--- src/verilog/ptai_defs.svh ---
// Register offsets, field positions, reset values and codes for the trip action block
`ifndef PTAI_DEFS_SVH
`define PTAI_DEFS_SVH

// ----------------------------------------------------------------
// Register byte addresses
// ----------------------------------------------------------------
`define PTAI_ADDR_W 4
`define PTAI_OFF_ACTION_CTL 4'h0
`define PTAI_OFF_INT_ENABLE 4'h4
`define PTAI_OFF_INT_STATUS 4'h8
`define PTAI_OFF_INT_MASK 4'hC

// ----------------------------------------------------------------
// Field positions (low bit of each 2-bit action field)
// ----------------------------------------------------------------
`define PTAI_TZA_LSB 0
`define PTAI_TZB_LSB 2
`define PTAI_DCA1_LSB 4
`define PTAI_DCA2_LSB 6
`define PTAI_DCB1_LSB 8
`define PTAI_DCB2_LSB 10
`define PTAI_CTL_MASK 16'h0FFF
`define PTAI_EVT_MASK 16'h007E

// ----------------------------------------------------------------
// Event bit positions in enable, status and mask registers
// ----------------------------------------------------------------
`define PTAI_BIT_CBC 1
`define PTAI_BIT_OST 2
`define PTAI_BIT_DCA1 3
`define PTAI_BIT_DCA2 4
`define PTAI_BIT_DCB1 5
`define PTAI_BIT_DCB2 6

// ----------------------------------------------------------------
// Reset values and action codes
// ----------------------------------------------------------------
`define PTAI_RST_CTL 16'h0000
`define PTAI_RST_EN 16'h0000
`define PTAI_RST_STAT 16'h0000
`define PTAI_RST_MASK 16'h0000
`define PTAI_ACT_HIZ 2'h0
`define PTAI_ACT_HIGH 2'h1
`define PTAI_ACT_LOW 2'h2
`define PTAI_ACT_NONE 2'h3

`endif

--- src/verilog/ptai_pkg.sv ---
// Types shared by the trip action block
package ptai_pkg;

  typedef struct packed {
    logic one_shot_trip;
    logic per_cycle_trip;
    logic dcmp_a_event_one;
    logic dcmp_a_event_two;
    logic dcmp_b_event_one;
    logic dcmp_b_event_two;
  } ptai_events_type;

  typedef struct packed {
    logic level;
    logic oe;
  } ptai_pin_type;

  typedef enum logic [2:0] {
    PTAI_BUS_IDLE = 3'b001,
    PTAI_BUS_WAIT = 3'b010,
    PTAI_BUS_DONE = 3'b100
  } ptai_bus_state_type;

endpackage

--- src/verilog/ptai_trip_action.sv ---
// Trip response: output actions, interrupt enables, sticky status and register slave
`timescale 1ns/10ps
`default_nettype none
`include "ptai_defs.svh"

// Functional notes
// - DC A event 1 field 5-4 acts on A
// - Trip zone field 3-2 acts on B
// - Trip zone field 1-0 acts on A
// - Only selected trip pins cause trip events
// - Enable bit 6 gates DC B event 2
// - Enable bit 5 gates DC B event 1
// - Enable bit 4 gates DC A event 2
// - Enable bit 3 gates DC A event 1
// - Enable bit 2 gates one-shot trip interrupt
// - Enable bit 1 gates cycle-by-cycle interrupt
// - DC B event 2 field 11-10 acts on B
// - DC B event 1 field 9-8 acts on B
// - DC A event 2 field 7-6 acts on A
module ptai_trip_action
  import ptai_pkg::*;
(
  // Clock and reset
  input wire logic core_clk,
  input wire logic reset_n,
  // Avalon-MM slave
  input wire logic [`PTAI_ADDR_W-1:0] avs_address,
  input wire logic avs_read,
  input wire logic avs_write,
  input wire logic [31:0] avs_writedata,
  input wire logic [3:0] avs_byteenable,
  output logic [31:0] avs_readdata,
  output logic avs_waitrequest,
  output logic [1:0] avs_response,
  // Trip events, already qualified by the source select unit
  input wire logic one_shot_trip,
  input wire logic per_cycle_trip,
  input wire logic dcmp_a_event_one,
  input wire logic dcmp_a_event_two,
  input wire logic dcmp_b_event_one,
  input wire logic dcmp_b_event_two,
  // Waveform from the PWM datapath
  input wire logic pwm_in_a,
  input wire logic pwm_in_b,
  // Pins to the power stage
  output logic pwm_output_a,
  output logic pwm_output_a_oe,
  output logic pwm_output_b,
  output logic pwm_output_b_oe,
  // Interrupt
  output logic trip_interrupt_request
);

  // ----------------------------------------------------------------
  // State
  // ----------------------------------------------------------------
  typedef struct packed {
    ptai_bus_state_type bus;
    logic [15:0] ctl;
    logic [15:0] en;
    logic [15:0] stat;
    logic [15:0] mask;
    logic [31:0] rdata;
    logic [1:0] resp;
    ptai_pin_type pin_a;
    ptai_pin_type pin_b;
    logic irq;
    logic wait_req;
  } ptai_state_type;

  ptai_state_type state_q;
  ptai_state_type state_d;
  ptai_events_type evt;
  ptai_pin_type res_a;
  ptai_pin_type res_b;
  logic [15:0] evt_vec;
  logic [15:0] wmask;
  logic trip_any;
  logic addr_ok;

  always_comb begin
    evt.one_shot_trip = one_shot_trip;
    evt.per_cycle_trip = per_cycle_trip;
    evt.dcmp_a_event_one = dcmp_a_event_one;
    evt.dcmp_a_event_two = dcmp_a_event_two;
    evt.dcmp_b_event_one = dcmp_b_event_one;
    evt.dcmp_b_event_two = dcmp_b_event_two;
  end

  // Trip inputs arrive already filtered by the source selection, so any one counts
  assign trip_any = evt.one_shot_trip | evt.per_cycle_trip;

  // ----------------------------------------------------------------
  // Output actions
  // ----------------------------------------------------------------
  ptai_out_action u_act_a (
    .trip_event(trip_any),
    .dc_event_one(evt.dcmp_a_event_one),
    .dc_event_two(evt.dcmp_a_event_two),
    .trip_code(state_q.ctl[`PTAI_TZA_LSB +: 2]),
    .dc_one_code(state_q.ctl[`PTAI_DCA1_LSB +: 2]),
    .dc_two_code(state_q.ctl[`PTAI_DCA2_LSB +: 2]),
    .pwm_in(pwm_in_a),
    .pin(res_a)
  );

  ptai_out_action u_act_b (
    .trip_event(trip_any),
    .dc_event_one(evt.dcmp_b_event_one),
    .dc_event_two(evt.dcmp_b_event_two),
    .trip_code(state_q.ctl[`PTAI_TZB_LSB +: 2]),
    .dc_one_code(state_q.ctl[`PTAI_DCB1_LSB +: 2]),
    .dc_two_code(state_q.ctl[`PTAI_DCB2_LSB +: 2]),
    .pwm_in(pwm_in_b),
    .pin(res_b)
  );

  // ----------------------------------------------------------------
  // Event vector in enable-register layout
  // ----------------------------------------------------------------
  always_comb begin
    evt_vec = 16'h0000;
    evt_vec[`PTAI_BIT_CBC] = evt.per_cycle_trip & state_q.en[`PTAI_BIT_CBC];
    evt_vec[`PTAI_BIT_OST] = evt.one_shot_trip & state_q.en[`PTAI_BIT_OST];
    evt_vec[`PTAI_BIT_DCA1] = evt.dcmp_a_event_one & state_q.en[`PTAI_BIT_DCA1];
    evt_vec[`PTAI_BIT_DCA2] = evt.dcmp_a_event_two & state_q.en[`PTAI_BIT_DCA2];
    evt_vec[`PTAI_BIT_DCB1] = evt.dcmp_b_event_one & state_q.en[`PTAI_BIT_DCB1];
    evt_vec[`PTAI_BIT_DCB2] = evt.dcmp_b_event_two & state_q.en[`PTAI_BIT_DCB2];
  end

  assign wmask = {{8{avs_byteenable[1]}}, {8{avs_byteenable[0]}}};
  assign addr_ok = (avs_address == `PTAI_OFF_ACTION_CTL) ||
                   (avs_address == `PTAI_OFF_INT_ENABLE) ||
                   (avs_address == `PTAI_OFF_INT_STATUS) ||
                   (avs_address == `PTAI_OFF_INT_MASK);

  // ----------------------------------------------------------------
  // Next state
  // ----------------------------------------------------------------
  always_comb begin
    state_d = state_q;
    state_d.pin_a = res_a;
    state_d.pin_b = res_b;
    // Sticky status; set wins over a same-cycle clear
    state_d.stat = state_q.stat | evt_vec;
    unique case (state_q.bus)
      PTAI_BUS_IDLE: begin
        // Two wait cycles let the answer come from registers only
        if (avs_read || avs_write) begin
          state_d.bus = PTAI_BUS_WAIT;
        end
      end
      PTAI_BUS_WAIT: begin
        state_d.bus = PTAI_BUS_DONE;
        state_d.resp = addr_ok ? 2'h0 : 2'h2;
        state_d.rdata = 32'h0000_0000;
        if (avs_read && addr_ok) begin
          unique case (avs_address)
            `PTAI_OFF_ACTION_CTL: state_d.rdata[15:0] = state_q.ctl;
            `PTAI_OFF_INT_ENABLE: state_d.rdata[15:0] = state_q.en;
            `PTAI_OFF_INT_STATUS: state_d.rdata[15:0] = state_q.stat;
            default: state_d.rdata[15:0] = state_q.mask;
          endcase
        end
        if (avs_write && addr_ok) begin
          unique case (avs_address)
            `PTAI_OFF_ACTION_CTL: begin
              state_d.ctl = ((state_q.ctl & ~wmask) | (avs_writedata[15:0] & wmask))
                            & `PTAI_CTL_MASK;
            end
            `PTAI_OFF_INT_ENABLE: begin
              state_d.en = ((state_q.en & ~wmask) | (avs_writedata[15:0] & wmask))
                           & `PTAI_EVT_MASK;
            end
            `PTAI_OFF_INT_STATUS: begin
              state_d.stat = (state_q.stat & ~(avs_writedata[15:0] & wmask)) | evt_vec;
            end
            default: begin
              state_d.mask = ((state_q.mask & ~wmask) | (avs_writedata[15:0] & wmask))
                             & `PTAI_EVT_MASK;
            end
          endcase
        end
      end
      PTAI_BUS_DONE: begin
        state_d.bus = PTAI_BUS_IDLE;
      end
    endcase
    state_d.irq = |(state_d.stat & state_d.mask);
    // Registered so the bus sees waitrequest straight from a flop
    state_d.wait_req = (state_d.bus != PTAI_BUS_DONE);
  end

  always_ff @(posedge core_clk) begin
    if (!reset_n) begin
      state_q.bus <= PTAI_BUS_IDLE;
      state_q.ctl <= `PTAI_RST_CTL;
      state_q.en <= `PTAI_RST_EN;
      state_q.stat <= `PTAI_RST_STAT;
      state_q.mask <= `PTAI_RST_MASK;
      state_q.rdata <= 32'h0000_0000;
      state_q.resp <= 2'h0;
      state_q.pin_a <= '0;
      state_q.pin_b <= '0;
      state_q.irq <= 1'b0;
      state_q.wait_req <= 1'b1;
    end else begin
      state_q <= state_d;
    end
  end

  // ----------------------------------------------------------------
  // Outputs
  // ----------------------------------------------------------------
  assign avs_readdata = state_q.rdata;
  assign avs_response = state_q.resp;
  assign avs_waitrequest = state_q.wait_req;
  assign pwm_output_a = state_q.pin_a.level;
  assign pwm_output_a_oe = state_q.pin_a.oe;
  assign pwm_output_b = state_q.pin_b.level;
  assign pwm_output_b_oe = state_q.pin_b.oe;
  assign trip_interrupt_request = state_q.irq;

endmodule

`default_nettype wire

--- src/verilog/ptai_out_action.sv ---
// One output's trip action resolver
`timescale 1ns/10ps
`default_nettype none

module ptai_out_action
  import ptai_pkg::*;
(
  // Events steering this output
  input wire logic trip_event,
  input wire logic dc_event_one,
  input wire logic dc_event_two,
  // Action codes
  input wire logic [1:0] trip_code,
  input wire logic [1:0] dc_one_code,
  input wire logic [1:0] dc_two_code,
  // Normal waveform
  input wire logic pwm_in,
  // Resolved pin
  output ptai_pin_type pin
);
`include "ptai_defs.svh"

  logic [1:0] code;

  // Trip zone wins over compare events; code 11 passes the waveform
  always_comb begin
    code = `PTAI_ACT_NONE;
    if (dc_event_two && dc_two_code != `PTAI_ACT_NONE) begin
      code = dc_two_code;
    end
    if (dc_event_one && dc_one_code != `PTAI_ACT_NONE) begin
      code = dc_one_code;
    end
    if (trip_event && trip_code != `PTAI_ACT_NONE) begin
      code = trip_code;
    end
    pin.oe = 1'b1;
    pin.level = pwm_in;
    unique case (code)
      `PTAI_ACT_HIZ: begin
        pin.oe = 1'b0;
        pin.level = 1'b0;
      end
      `PTAI_ACT_HIGH: pin.level = 1'b1;
      `PTAI_ACT_LOW: pin.level = 1'b0;
      `PTAI_ACT_NONE: pin.level = pwm_in;
    endcase
  end

endmodule

`default_nettype wire

--- config.mk ---
export PLATFORM = sky130hd
export DESIGN_NAME = ptai_trip_action
export DESIGN_NICKNAME = d
export VERILOG_FILES = /design/src/verilog/ptai_pkg.sv /design/src/verilog/ptai_trip_action.sv /design/src/verilog/ptai_out_action.sv
export VERILOG_INCLUDE_DIRS = /design/src /design/src/verilog
export SDC_FILE = /design/constraint.sdc
export NUM_CORES = 1
export LEC_CHECK = 0
export ABC_AREA = 1
export BUFFER_PORTS_ARGS = -buffer_cell sky130_fd_sc_hd__buf_2
export CORE_AREA = 2 2 91 93
export CTS_BUF_LIST = sky130_fd_sc_hd__clkbuf_2
export DETAILED_ROUTE_END_ITERATION = 7
export DIE_AREA = 0 0 93 95
export PLACE_DENSITY = 0.71
export SYNTH_ARGS = -nofsm -noshare
export SYNTH_HDL_FRONTEND = slang
export SYNTH_HIERARCHICAL = 1
export SYNTH_SLANG_ARGS = --single-unit
--- constraint.sdc ---
create_clock -name core_clk -period 1.6 [get_ports core_clk]
set_input_delay 0.16 -clock core_clk [delete_from_list [all_inputs] [get_ports core_clk]]
set_output_delay 0.16 -clock core_clk [all_outputs]
set_load 0.02 [all_outputs]
* Word level (Yosys, flattened, before mapping) *
Cells that the tools add are included.

cells by class
  bitwise gates (word level) = 20
  equal/unequal tests = 19
  multiplexer cells = 19
  reduce and logical (&&, ||, !) cells = 21

operator list
  cell                                                              count
  66-bit 2-to-1 mux                                                 1
  16-bit AND                                                        3
  16-bit 2-to-1 mux                                                 3
  16-bit one-hot mux with 3 select lines                            1
  32-bit 2-to-1 mux                                                 1
  16-bit by 7-bit bitwise OR with 16-bit output                     2
  16-bit NOT                                                        1
  16-bit OR reduction                                               1
  7-bit AND                                                         2
  2-bit 2-to-1 mux                                                  7
  7-bit bitwise OR                                                  2
  12-bit AND                                                        1
  2-bit inequality test (second input constant)                     6
  12-bit NOT                                                        1
  12-bit bitwise OR                                                 1
  3-bit one-hot mux with 3 select lines                             1
  2-bit == test (second input constant)                             4
  4-bit == test (second input constant)                             2
  1-bit logical AND                                                 8
  1-bit AND                                                         6
  1-bit one-hot mux with 3 select lines                             2
  3-bit AND reduction                                               2
  2-bit by 1-bit == test with 1-bit output (second input constant)  2
  4-bit by 3-bit == test with 1-bit output (second input constant)  1
  12 further kinds                                                  18

word-level totals
  output and inout bits = 40
  register bits = 77
  input port bits = 52
  logic and storage cells = 92

* Depth between registers and ports, before layout *
  depth after elaboration = 9
  mapped depth = 13
  mapped depth without buffers = 13

* By module *
Netlist, hierarchy kept.

modules (own cells, without submodules)
  module            area each (sq um)  sequential area each (sq um)  cells each  times used
  ptai_trip_action  3637.2             1521.5                        499         1
  ptai_out_action   112.6              0.0                           24          2

* Worst setup path after synthesis *
No wires, ideal clock.

  path kind = reg-to-reg
  from = reg state_q[105] (netlist name)
  to = reg state_q (netlist bit trip_interrupt_request)
  library setup time = 0.128 ns
  data required time = 1.472 ns
  setup slack = 0.144 ns
  cell stages (with the launch flop) = 13
  arrival time = 1.329 ns
  period minus slack after synthesis = 1.456 ns
  path buffers = 1
  cell sequence = dfxtp_1 inv_2 nor2_1 nand4_2 nor2_4 buf_6 nor2_1 nand3_1 nand2_1 nor2_1 nand2_1 nor2_1 nor2_1

between the ends
  word-level cells in the longest chain between the ends = 4

RTL lines
  item                                      line                     text
  start: declaration                        ptai_trip_action.sv:71   ptai_state_type state_q;
  start signal: assignment                  ptai_trip_action.sv:208  state_q <= state_d;
  3-bit by 2-bit == test with 1-bit output  ptai_trip_action.sv:146  unique case (state_q.bus)
  66-bit 2-to-1 mux                         ptai_trip_action.sv:146
  16-bit AND                                ptai_trip_action.sv:189  state_d.irq = |(state_d.stat & state_d.mask);
  16-bit OR reduction                       ptai_trip_action.sv:189

Every way passes these cells.
A chain may end at the register's enable or synchronous reset.

* Final worst setup path *
Ends and elaborated chain as after synthesis.

==> metrics.md <==
| Metric | Value |
|---|---|
| Cell area after layout | `approximately 0.0047 sq mm` |
| Final Slew Violations | `0` |
| Clk Latency, worst-skew pair | `0.54 ns` |
| Worst vdd ir | `390 uV` |
| Net switching power | `0.972 mW` |
| LEAKAGE | `2.16 nW` |
| Power share of the combinational group | `between 10 and 15%` |
| Initial antenna violation count | `0` |
| Initial Util | `48.7%` |
| Clock sinks | `76` |
| Num rows | `33` |
| GRT Util Overall | `between 20% and 30%` |
| Most Frequent Cell on Critical Path | `nor2_1` |
| Hold Path Depth | `4` |
| Critical path class | `flop to flop` |
| Worst Hold Endpoint | `avs_readdata[9]$_SDFFE_PN0P_` |
| Worst path max stage delay | `0.42 ns` |
| Post-DP HPWL | `roughly 7000 microns` |
| Synth Area per Inst | `~7.1 sq um` |
| Maximum net fanout on the critical path | `7` |
| Reg2Reg Depth | `13` |
| Largest area contributor in the netlist | `dfxtp_1` |
| Final worst setup slack | `-0.0213 ns` |
| Count leader, synth | `nand2_1` |
| Critical path's slowest cell | `dfxtp_4` |
| Final ANT Viol Nets | `0` |
| Seq/Total Area, Yosys | `39.4%` |
| Largest net degree at the start of global routing | `38` |
| Sw frac | `between 20% and 30%` |
| Buffers on Ports | `56` |
| Fraction of layout cells with a size suffix above 1 | `22.7%` |
| Fin crit share | `101%` |
| Finish-stage setup viols | `1` |
| Crit path time final | `1.62 ns` |
| Failing checks | `negative setup slack` |
| Clock Tree Root | `clkbuf_2` |
| Routed wire length | `9580 microns` |
| Data required, critical path | `~2.1 ns` |
| P_int | `2.45 mW` |
| Synth top area share | `between 30 and 40%` |
| Synth warnings | `6` |
| Post-layout util | `59.8%` |
| Die H | `between 90 and 100 microns` |
| Synthesis-stage register bit count | `76` |
| CTS tree | `built` |
| Routability Congestion | `between 0.8 and 0.9` |
| Sequential Power Share | `between 50% and 60%` |
| Reg2reg start | `state_q[105]$_SDFF_PN0_` |
| RSZ-0062 raised after global routing | `true` |
| Tightest Hold Check Type | `primary input to flop` |
| Core box area | `0.00793 sq mm` |
| Slew @ Worst Pin | `0.498 ns` |
| Global-route wire length before repair | `15,800 microns` |
| DR pass1 iterations | `5` |
| CTS buffer count | `9` |
| Crit start category | `flop` |
| Syn-to-layout area delta | `22.6%` |
| Ys async rst share | `0%` |
| Vias in the first global route | `between 3,000 and 4,000` |
| Setup TNS Final | `-0.0213 ns` |
| CP bufs+invs | `3` |
| Horiz. Die Dim | `93 microns` |
| Clock slew seen by the registers of the worst setup and hold paths | `0.21 ns` |
| Cells along the critical path | `inv_2 -> nor2_2 -> nand4_2 -> nor2_4 -> buf_12 -> buf_8 -> nor2_1 -> nand3_1 -> nand2_1 -> nor2_1 -> nand2_1 -> nor2_1 -> nor2_1` |
| Post-Syn Area | `0.00386 sq mm` |
| WL per Instance | `about 13 microns` |
| Unique cell type count in the Yosys netlist | `36` |
| CP endpoint kind | `flop` |
| Reg2reg setup slack | `-0.02 ns` |
| FMAX | `around 620 MHz` |
| Placed Area | `0.00421 sq mm` |
| Via count | `3,709` |
| Maxcap violations | `0` |
| 1st-iter DRT viols | `188` |
| Post-synth top cells | `nand2_1 (119), dfxtp_1 (76), inv_1 (73), a21oi_1 (51), nor2_1 (40)` |
| Crit path max-delay family | `simple AND/OR/NAND/NOR gates` |
| Synth Flop Type | `dfxtp_1` |
| Antenna fix cells | `0` |
| GR Overflow Total | `0` |
| PD cells | `722 mW/mm^2` |
| Synth Instances | `547` |
| Via density | `about 5.0` |
| Final Skew | `0.0255 ns` |
| Status | `complete, but fails checks` |
| Arrival time worst endpoint | `2.07 ns` |
| IO Count | `92` |
| Fillers | `764` |
| Clk pwr share | `roughly 31%` |
| Post-synth EDFFs | `0` |
| Htree depth | `3` |
| Reg2Reg Capture Point | `trip_interrupt_request$_SDFF_PN0_` |
| Full die area | `approximately 0.0088 sq mm` |
| CTS max path bufs | `2` |
| Worst Min Path Start | `reset_n` |
| Drt drc | `0` |
| Total Nets Final | `691` |
| Synth top area cells | `dfxtp_1 (39%), nand2_1 (12%), inv_1 (7.1%), a21oi_1 (6.6%), buf_4 (6.6%)` |
| Rel. slew slack | `65.9%` |
| Fin. Hold Viols | `0` |
cell families (layout without fill, tap and decap cells):
family,count (synthesis),after routing,synth area share [%]
AO/OA/AOI/OAI,97,97,14.5
buffers and inverters,134,215,16.8
flip-flops,76,76,39.4
other,1,17,0.0971
AND/OR/NAND/NOR,239,239,29.2
worst max path at each step:
stage	start	end	slack, ns	cells after the start
after detailed placement	state_q[105]$_SDFF_PN0_	trip_interrupt_request$_SDFF_PN0_	-0.06	12
after global routing	state_q[104]$_SDFF_PN1_	trip_interrupt_request$_SDFF_PN0_	-0.19	12
after CTS	state_q[106]$_SDFF_PN0_	trip_interrupt_request$_SDFF_PN0_	-0.02	10
after global placement	state_q[105]$_SDFF_PN0_	trip_interrupt_request$_SDFF_PN0_	-0.04	12
after floorplan	state_q[105]$_SDFF_PN0_	trip_interrupt_request$_SDFF_PN0_	0.14	12
final	state_q[105]$_SDFF_PN0_	trip_interrupt_request$_SDFF_PN0_	-0.02	13
stage by stage:
stage / setup slack (ns) / instances / hold WS (ns) / power (mW)
after floorplan: 0.144 / 563 / 0.288 / 2.21
after global placement: -0.0411 / 696 / 0.414 / 2.31
after detailed placement: -0.0584 / 696 / 0.416 / 2.32
after CTS: -0.0229 / 746 / 0.0112 / 3.43
final: -0.0213 / 749 / 0.0672 / 3.42
after global routing: -0.191 / 749 / 0.0362 / 3.56
layout by cell type (no fill, tap or decap), types with 5 or more instances in the layout:
cell	netlist	final
clkbuf_2	1	10
o2111ai_1	6	6
o211ai_1	10	10
dfxtp_1	76	73
nand2_1	119	119
inv_1	73	72
nand2_2	7	7
nor3_1	15	15
o21ai_1	0	5
nor2_1	40	39
nand3_1	32	32
dlygate4sd3_1	0	26
inv_2	6	5
buf_4	34	29
o21ai_0	23	18
a21oi_1	51	50
conb_1	1	17
buf_2	8	56
worst reg2reg max path: stages (launching register included):
cell	delay, ns
dfxtp_4	0.42
inv_2	0.05
nor2_2	0.08
nand4_2	0.10
nor2_4	0.16
buf_12	0.14
buf_8	0.12
nor2_1	0.05
nand3_1	0.08
nand2_1	0.05
nor2_1	0.08
nand2_1	0.06
nor2_1	0.10
nor2_1	0.05
cell type report:
cell class	instances	area, sq um	share of cell area (%)
multi-input combinational	353	1780	37.6
sequential	76	1530	32.3
timing repair buffer	119	878	18.5
inverter	80	305	6.44
tap	105	131	2.77
clock inverter	6	63.8	1.35
clock buffer	10	50.0	1.06
repair_timing:
item,CTS,global route
hold endpoints to repair,36,0
resized for setup,11,13
endpoints found under the setup margin,8,28
buffers inserted,8,5
hold buffers,26,0
pin swaps,10,7
layer usage:
metal	vias to the layer above	part of all wire (%)	GRT usage, %
met3	20	4.2	3.59
met5	-	0	0
met4	0	2.8	10.5
met2	100	50	41.2
met1	1694	43	27.0
li1	1895	-	-
power groups by stage:
stage	Combinational, mW	Clock, mW	Sequential, mW
2_1_floorplan	0.247	0	1.97
3_3_place_gp	0.351	0	1.96
3_5_place_dp	0.358	0	1.96
4_1_cts	0.420	1.09	1.92
5_1_grt	0.472	1.16	1.93
6_report	0.428	1.06	1.93
Power figures use the tool's default switching activity.
